## src/common/bus_fetch_event_defs.svh

```systemverilog
// Event codes, unit masks and field positions for the bus and fetch event qualifier.
// Assumes the includer compiles it once per unit; the guard prevents double definition.
// Notes on behaviour
// - 61H counts each not-ready assertion.
// - 62H counts data-valid cycles while writing.
// - 63H counts bus lock cycles.
// - 64H counts cycles receiving bus data.
// - 65H counts burst reads, not ownership reads.
// - 66H counts read-for-ownership transactions.
// - 67H counts explicit writebacks, not implicit.
// - 68H counts full-line fetch transfers.
// - 69H counts invalidate transactions.
// - 6AH partial writes; 6BH all partials.
// - 6CH counts completed port transactions.
// - 6EH counts full-line burst transactions.
// - 6FH equals burst plus partial plus invalidate.
// - 70H counts every bus transaction.
// - 77H snoop responses, filtered type and agent.
// - 7AH hit driven; 7BH modified hit.
// - 7DH counts bus queue idle cycles.
// - 7EH counts snoop-stall assertions.
// - 7FH counts cycles port requests wait.
// - 80H fetch accesses, misses counted once.
// - 82H translation flushes and misses.
// - Bus events shared, never split per thread.
`ifndef BUS_FETCH_EVENT_DEFS_SVH
`define BUS_FETCH_EVENT_DEFS_SVH

`define EV_NOT_READY_DRIVEN     8'h61
`define EV_DATA_SEND_CYCLES     8'h62
`define EV_LOCK_CYCLES          8'h63
`define EV_DATA_RECEIVE_CYCLES  8'h64
`define EV_BURST_READS          8'h65
`define EV_OWNERSHIP_READS      8'h66
`define EV_EXPLICIT_WRITEBACKS  8'h67
`define EV_FETCH_LINE_TRANSFERS 8'h68
`define EV_INVALIDATES          8'h69
`define EV_PARTIAL_WRITES       8'h6A
`define EV_PARTIAL_ALL          8'h6B
`define EV_PORT_IO              8'h6C
`define EV_DEFERRED             8'h6D
`define EV_FULL_LINE_BURSTS     8'h6E
`define EV_MEMORY_TRANSFERS     8'h6F
`define EV_ALL_TRANSFERS        8'h70
`define EV_SNOOP_RESPONSES      8'h77
`define EV_SHARED_HIT_DRIVEN    8'h7A
`define EV_MODIFIED_HIT_DRIVEN  8'h7B
`define EV_QUEUE_IDLE           8'h7D
`define EV_SNOOP_STALL          8'h7E
`define EV_PORT_IO_WAIT         8'h7F
`define EV_FETCH                8'h80
`define EV_XLATE                8'h82

`define UM_FETCH_ACCESSES       8'h03
`define UM_FETCH_MISSES         8'h02
`define UM_XLATE_FLUSHES        8'h04
`define UM_XLATE_MISSES         8'h02

// Snoop response unit mask: low three bits pick response types, top two the agent.
`define UM_SNOOP_TYPE_LO        0
`define UM_SNOOP_TYPE_HI        2
`define UM_SNOOP_AGENT_LO       6
`define UM_SNOOP_AGENT_HI       7
`define UM_SNOOP_AGENT_OWN      2'h1
`define UM_SNOOP_AGENT_ANY      2'h3
`define UM_SNOOP_TYPE_NONE      3'h0

`define EDGE_WIDTH              2
`define EDGE_NOT_READY          0
`define EDGE_SNOOP_STALL        1

`endif

```

## src/common/bus_fetch_event_pkg.sv

```systemverilog
// Types shared by the bus and fetch event qualifier and its edge detector.
// Assumes all inputs are synchronous to the core clock.
package bus_fetch_event_pkg;

  // Kind of a bus transaction reported on a completion pulse.
  typedef enum logic [3:0] {
    TR_BURST_READ,
    TR_FETCH_LINE,
    TR_READ_FOR_OWNERSHIP,
    TR_EXPLICIT_WB,
    TR_IMPLICIT_WB,
    TR_INVALIDATE,
    TR_PARTIAL_READ,
    TR_PARTIAL_WRITE,
    TR_WC_FLUSH,
    TR_PORT_IO,
    TR_DEFERRED,
    TR_OTHER
  } trans_kind_t;

  typedef enum logic [1:0] {
    SNP_CLEAN,
    SNP_HIT,
    SNP_HIT_MODIFIED
  } snoop_resp_t;

  typedef struct packed {
    logic       enable;
    logic [7:0] code;
    logic [7:0] umask;
    logic       all_threads_qualifier;
  } event_sel_t;

  typedef struct packed {
    logic bus_not_ready_ind;
    logic data_valid_ind;
    logic data_write;
    logic lock;
    logic receiving;
    logic snoop_hit_pin;
    logic snoop_modified_pin;
    logic snoop_stall;
    logic queue_empty;
    logic port_io_waiting;
  } bus_obs_t;

  typedef struct packed {
    logic        done;
    trans_kind_t kind;
  } bus_trans_t;

  typedef struct packed {
    logic        valid;
    snoop_resp_t resp;
    logic        own_agent;
  } snoop_obs_t;

  typedef struct packed {
    logic access;
    logic miss;
    logic mem_request;
    logic this_thread;
    logic xlate_flush;
    logic xlate_miss;
  } fetch_obs_t;

  typedef struct packed {
    logic [1:0] prev;
  } edge_state_t;

  typedef struct packed {
    logic incr;
    logic supported;
  } qual_state_t;

endpackage : bus_fetch_event_pkg

```

## src/verilog/bus_fetch_event_counter.sv

```systemverilog
// Qualifies bus, snoop, bus queue, fetch and translation events against the selected code.
// Assumes all observations are synchronous to clk_i; a counter elsewhere adds incr_o.
`include "bus_fetch_event_defs.svh"

module bus_fetch_event_counter
  import bus_fetch_event_pkg::*;
(
  // Clock and reset
  input  wire logic       clk_i,
  input  wire logic       rst_i,
  // Event selection
  input  event_sel_t      sel_i,
  // Bus level observations
  input  bus_obs_t        bus_i,
  // Transaction completion and snoop responses
  input  bus_trans_t      trans_i,
  input  snoop_obs_t      snoop_i,
  // Fetch path observations
  input  fetch_obs_t      fetch_i,
  // Counter increment and selection status
  output logic            incr_o,
  output logic            supported_o
);

  qual_state_t            state;
  qual_state_t            next_state;
  logic [`EDGE_WIDTH-1:0] levels;
  logic [`EDGE_WIDTH-1:0] rises;

  logic                   is_burst_read;
  logic                   is_full_burst;
  logic                   is_partial;
  logic                   is_memory;
  logic                   fetch_counted;
  logic [2:0]             snoop_types;
  logic [1:0]             snoop_agent;
  logic                   snoop_type_hit;
  logic                   snoop_agent_hit;
  logic                   hit;
  logic                   known;

  assign levels[`EDGE_NOT_READY]   = bus_i.bus_not_ready_ind;
  assign levels[`EDGE_SNOOP_STALL] = bus_i.snoop_stall;

  level_rise_detect u_rise (
    .clk_i   (clk_i),
    .rst_i   (rst_i),
    .level_i (levels),
    .rise_o  (rises)
  );

  // Transaction classes. Cacheable fetch-unit line reads are burst reads too.
  always_comb begin
    is_burst_read = trans_i.done &&
                    (trans_i.kind == TR_BURST_READ || trans_i.kind == TR_FETCH_LINE);
    is_full_burst = is_burst_read ||
                    (trans_i.done && (trans_i.kind == TR_READ_FOR_OWNERSHIP ||
                                      trans_i.kind == TR_EXPLICIT_WB ||
                                      trans_i.kind == TR_WC_FLUSH));
    is_partial    = trans_i.done &&
                    (trans_i.kind == TR_PARTIAL_READ || trans_i.kind == TR_PARTIAL_WRITE);
    // Memory is exactly the union of the three disjoint classes, so the sums agree.
    is_memory     = is_full_burst || is_partial ||
                    (trans_i.done && trans_i.kind == TR_INVALIDATE);
  end

  // Fetch events are per thread; the qualifier widens them to all threads.
  assign fetch_counted = fetch_i.this_thread | sel_i.all_threads_qualifier;

  // Snoop response filter from the unit mask.
  assign snoop_types = sel_i.umask[`UM_SNOOP_TYPE_HI:`UM_SNOOP_TYPE_LO];
  assign snoop_agent = sel_i.umask[`UM_SNOOP_AGENT_HI:`UM_SNOOP_AGENT_LO];

  always_comb begin
    snoop_type_hit  = 1'b0;
    snoop_agent_hit = 1'b0;
    unique case (snoop_i.resp)
      SNP_CLEAN:        snoop_type_hit = snoop_types[0];
      SNP_HIT:          snoop_type_hit = snoop_types[1];
      SNP_HIT_MODIFIED: snoop_type_hit = snoop_types[2];
      default:          snoop_type_hit = 1'b0;
    endcase
    if (snoop_agent == `UM_SNOOP_AGENT_ANY) begin
      snoop_agent_hit = 1'b1;
    end else if (snoop_agent == `UM_SNOOP_AGENT_OWN) begin
      snoop_agent_hit = snoop_i.own_agent;
    end
  end

  // Bus events ignore the thread qualifier: the bus is shared by every thread.
  always_comb begin
    hit   = 1'b0;
    known = 1'b1;
    case (sel_i.code)
      `EV_NOT_READY_DRIVEN: begin
        hit = rises[`EDGE_NOT_READY];
      end
      `EV_DATA_SEND_CYCLES: begin
        hit = bus_i.data_valid_ind & bus_i.data_write;
      end
      `EV_LOCK_CYCLES: begin
        hit = bus_i.lock;
      end
      `EV_DATA_RECEIVE_CYCLES: begin
        hit = bus_i.receiving;
      end
      `EV_BURST_READS: begin
        hit = is_burst_read;
      end
      `EV_OWNERSHIP_READS: begin
        hit = trans_i.done && trans_i.kind == TR_READ_FOR_OWNERSHIP;
      end
      `EV_EXPLICIT_WRITEBACKS: begin
        hit = trans_i.done && trans_i.kind == TR_EXPLICIT_WB;
      end
      `EV_FETCH_LINE_TRANSFERS: begin
        hit = trans_i.done && trans_i.kind == TR_FETCH_LINE;
      end
      `EV_INVALIDATES: begin
        hit = trans_i.done && trans_i.kind == TR_INVALIDATE;
      end
      `EV_PARTIAL_WRITES: begin
        hit = trans_i.done && trans_i.kind == TR_PARTIAL_WRITE;
      end
      `EV_PARTIAL_ALL: begin
        hit = is_partial;
      end
      `EV_PORT_IO: begin
        hit = trans_i.done && trans_i.kind == TR_PORT_IO;
      end
      `EV_DEFERRED: begin
        hit = trans_i.done && trans_i.kind == TR_DEFERRED;
      end
      `EV_FULL_LINE_BURSTS: begin
        hit = is_full_burst;
      end
      `EV_MEMORY_TRANSFERS: begin
        hit = is_memory;
      end
      `EV_ALL_TRANSFERS: begin
        hit = trans_i.done;
      end
      `EV_SNOOP_RESPONSES: begin
        known = (snoop_types != `UM_SNOOP_TYPE_NONE) &&
                (snoop_agent == `UM_SNOOP_AGENT_ANY ||
                 snoop_agent == `UM_SNOOP_AGENT_OWN);
        hit   = snoop_i.valid & snoop_type_hit & snoop_agent_hit;
      end
      `EV_SHARED_HIT_DRIVEN: begin
        hit = bus_i.snoop_hit_pin;
      end
      `EV_MODIFIED_HIT_DRIVEN: begin
        hit = bus_i.snoop_modified_pin;
      end
      `EV_QUEUE_IDLE: begin
        hit = bus_i.queue_empty;
      end
      `EV_SNOOP_STALL: begin
        hit = rises[`EDGE_SNOOP_STALL];
      end
      `EV_PORT_IO_WAIT: begin
        hit = bus_i.port_io_waiting;
      end
      `EV_FETCH: begin
        if (sel_i.umask == `UM_FETCH_ACCESSES) begin
          hit = fetch_i.access & fetch_counted;
        end else if (sel_i.umask == `UM_FETCH_MISSES) begin
          // The access pulse is one per fetch, so a miss counts once however long it waits.
          hit = fetch_i.access & (fetch_i.miss | fetch_i.mem_request) & fetch_counted;
        end else begin
          known = 1'b0;
        end
      end
      `EV_XLATE: begin
        if (sel_i.umask == `UM_XLATE_FLUSHES) begin
          hit = fetch_i.xlate_flush & fetch_counted;
        end else if (sel_i.umask == `UM_XLATE_MISSES) begin
          hit = fetch_i.xlate_miss & fetch_counted;
        end else begin
          known = 1'b0;
        end
      end
      default: begin
        known = 1'b0;
      end
    endcase
  end

  always_comb begin
    next_state           = state;
    next_state.supported = sel_i.enable & known;
    next_state.incr      = sel_i.enable & known & hit;
  end

  always_ff @(posedge clk_i) begin
    if (rst_i) begin
      state <= '0;
    end else begin
      state <= next_state;
    end
  end

  assign incr_o      = state.incr;
  assign supported_o = state.supported;

endmodule : bus_fetch_event_counter

```

## src/verilog/level_rise_detect.sv

```systemverilog
// Turns level indications into one-cycle pulses on their rising edge.
// Assumes the levels are synchronous to clk_i; the pulse is combinational from the input.
`include "bus_fetch_event_defs.svh"

module level_rise_detect
  import bus_fetch_event_pkg::*;
(
  // Clock and reset
  input  wire logic                     clk_i,
  input  wire logic                     rst_i,
  // Levels in, pulses out
  input  wire logic [`EDGE_WIDTH-1:0]   level_i,
  output logic      [`EDGE_WIDTH-1:0]   rise_o
);

  edge_state_t state;
  edge_state_t next_state;

  always_comb begin
    next_state      = state;
    next_state.prev = level_i;
  end

  // A level held through reset reads as a fresh assertion once reset releases.
  always_ff @(posedge clk_i) begin
    if (rst_i) begin
      state <= '0;
    end else begin
      state <= next_state;
    end
  end

  assign rise_o = level_i & ~state.prev;

endmodule : level_rise_detect

```

## config.mk

```make
export PLATFORM = sky130hd
export DESIGN_NAME = bus_fetch_event_counter
export DESIGN_NICKNAME = d
export VERILOG_FILES = /design/src/common/bus_fetch_event_pkg.sv /design/src/verilog/bus_fetch_event_counter.sv /design/src/verilog/level_rise_detect.sv
export VERILOG_INCLUDE_DIRS = /design/src /design/src/common
export SDC_FILE = /design/constraint.sdc
export NUM_CORES = 1
export LEC_CHECK = 0
export BUFFER_PORTS_ARGS = -buffer_cell sky130_fd_sc_hd__buf_2
export CAP_MARGIN = 10
export CORE_MARGIN = 2
export CORE_UTILIZATION = 42
export DETAILED_ROUTE_END_ITERATION = 8
export PLACE_DENSITY = 0.79
export SLEW_MARGIN = 20
export SYNTH_ARGS = -nofsm -noshare
export SYNTH_HDL_FRONTEND = slang
export SYNTH_HIERARCHICAL = 1
export SYNTH_SLANG_ARGS = --single-unit
```

## constraint.sdc

```tcl
create_clock -name clk_i -period 2 [get_ports clk_i]
set_input_delay 0.1 -clock clk_i [delete_from_list [all_inputs] [get_ports clk_i]]
set_output_delay 0.1 -clock clk_i [all_outputs]
set_load 0.01 [all_outputs]
```

==> results.md <==
* Status: complete, no violations
* Num Clock Sinks at 4
* Die height at between 40 and 50 um
* Total core area at 1690 um^2
* Cell Count, Final, Fillers Out at 170
* Detailed-route DRC error count at 0
* Top FF cell, synth: dfxtp_1
* Leakage power at about 0.00043 uW
* Setup bufs post-CTS at 0
* Relative slew margins at 0.693
* Worst skew pair latency at roughly 0.25 ns
* Cell Area, Synth at 737 um^2
* WL per Instance at 13.1 um
* Final wirelength at 2.24 mm
* Register-to-Register Path Depth at 7
* Vias in the first global route at about 860
* Yosys top cell area share at 0.109
* DR pass1 iterations at 4
* Antenna-violating nets left at 0
* Slew Viols, Final at 0
* Post-Place Cells at 167
* Flop2flop setup slack at 0.70 ns
* Crit start category: primary input
* Yosys reg bits at 4
* Largest net degree at the start of global routing at 19
* CTS buffer count at 3
* GR Util All Layers at 0.219
* Crit path capture type: flop
* CP arrival at 1.70 ns
* Global-route wire length before repair at ~3.4 mm
* Syn Nets at 156
* I/O pin total at 47
* Synth warnings at 6
* Fraction of registers with async set/reset at 0
* # rows at 15
* Hold Buf Count CTS at 0
* Synth Instances at between 100 and 150
* Tmin final at between 1.5 and 2 ns
* RSZ-0062 raised after global routing: no
* N_diodes at 0
* Register area share after synthesis at 0.109
* Syn_area_per_cell at 6.64 um^2
* Crit path launch: sel_i[11]
* Maxcap violations at 0
* Starting Density at 0.436
* Post-Route Setup TNS at 0 ns
* Leading area contributor after synthesis: dfxtp_1
* Vias per Instance at 5.89
* Die Wd at 45.9 um
* Distinct cells, synth at 40
* Number of flops mapped to enable cells by yosys at 0
* Post-layout nets at 200
* FF-to-FF Start: u_rise/state[1]$_SDFF_PP0_
* Worst VDD drop at 211 uV
* Largest cells by area after synthesis: dfxtp_1 11%, nor3_1 6.8%, nor2_1 5.6%, nand2b_1 5.1%, a21oi_1 4.8%
* CP endpoint: incr_o$_SDFF_PP0_
* Pwr dens at 339 nW/um^2
* Tightest Pin Transition at 0.456 ns
* Final setup fails at 0
* Gr ovfl total at 0
* Fmax at 653 MHz
* Post-CTS sizing at 0
* Layout cells sized above 1 at 0.366
* CTS tree: done
* Worst Skew at 0.00424 ns
* Crit-path max FO at 8
* Final Hold Viols at 0
* Final worst path period share at 0.766
* Buffers on Ports at 46
* DP HPWL at 1.80 mm
* Hold Crit Class: primary input to flop
* Maximum count of clock buffers along a single path at 2
* Worst EP required at 2.17 ns
* Overall Power at 330 uW
* Initial antenna violation count at 0
* Die area at 2110 um^2
* Clk root buf: clkbuf_4
* Synthesis-to-layout area growth at 32.3%
* Starting DRT DRC Count at 30
* Total number of H-tree levels at 1
* Clock-pin slew on the worst setup and hold paths at 0.04 ns
* Setup CP Type: primary input to flop
* Routability cong. at 0.861
* Via count at 1001
* Worst R2R End: incr_o$_SDFF_PP0_
==> synthesized netlist by cell type (3+ instances only) <==
library cell  instances
nor3_1               10
nand3_1               3
a21oi_1               7
nor2b_1               4
nand2_1               9
o21ai_0               4
nand4_1               5
clkbuf_1              4
dfxtp_1               4
nand2b_1              6
inv_1                 5
nor2_1               11
mux2i_1               3
a31oi_1               4
==> cell type report <==
class	count	area (um^2)
clock buffer	3	22.5
fill	171	714
inverter	5	18.8
multi-input combinational	95	602
sequential	4	80.1
tap	17	21.3
timing repair buffer	46	230
==> power breakdown <==
group | leakage [uW] | internal (uW) | switching, uW
clock | 0.0000138 | 67.6 | 40.5
sequential | 0.0000328 | 82.6 | 1.01
combinational | 0.000382 | 63.3 | 75.2
==> kinds of logic (layout without fill, tap and decap cells) <==
family / after synthesis / count (layout) / synth area share
flops: 4 / 4 / 0.109
mux: 3 / 3 / 0.0407
simple gates: 62 / 62 / 0.489
buf+inv: 12 / 54 / 0.0747
xor+xnor: 2 / 2 / 0.0238
compound gates: 28 / 28 / 0.263
==> flip-flops by register name, summed over array words and instances, names as in the netlist <==
name,cells
incr_o,1
supported_o,1
u_rise/state,2
==> routing by layer <==
metal,global-route usage,vias to the layer above,share of wire
met5,0,-,0
met1,0.283,441,0.43
li1,-,504,-
met2,0.372,54,0.48
met4,0.103,0,0.0076
met3,0.00397,2,0.082
==> critical path: stages <==
cell and delay [ns]:
buf_2 0.15, or3_4 0.42, nor4_1 0.45, o21ai_0 0.18
a21oi_1 0.17, a31oi_1 0.06, a41oi_1 0.16
==> how the worst min path moves through the flow <==
| stage | startpoint | to | slack [ns] | cells past startpoint |
|---|---|---|---|---|
| 6_report | rst_i | u_rise/state[1]$_SDFF_PP0_ | 0.07 | 2 |
| 5_1_grt | rst_i | u_rise/state[1]$_SDFF_PP0_ | 0.07 | 2 |
| 4_1_cts | rst_i | u_rise/state[0]$_SDFF_PP0_ | 0.06 | 2 |
| 3_5_place_dp | rst_i | u_rise/state[0]$_SDFF_PP0_ | 0.32 | 2 |
| 3_3_place_gp | rst_i | u_rise/state[1]$_SDFF_PP0_ | 0.32 | 2 |
| 2_1_floorplan | rst_i | u_rise/state[0]$_SDFF_PP0_ | 0.17 | 1 |
==> per-stage QoR <==
step | setup WS [ns] | utilization | cell area, um^2 | hold slack (ns)
final | 0.468 | 0.577 | 975 | 0.0657
after global routing | 0.441 | 0.577 | 975 | 0.0716
after CTS | 0.520 | 0.577 | 975 | 0.0604
after detailed placement | 0.259 | 0.564 | 952 | 0.321
after global placement | 0.291 | 0.564 | 952 | 0.316
after floorplan | 0.387 | - | 737 | 0.172
==> placed cells by master (no fill, tap or decap), types with 5 or more instances in the layout <==
cell,n
nor3_1,10
nand2_1,9
inv_1,5
nand2b_1,6
nand4_1,5
a21oi_1,7
buf_2,46
nor2_1,11
No activity file was read; power rests on OpenSTA's default activity.
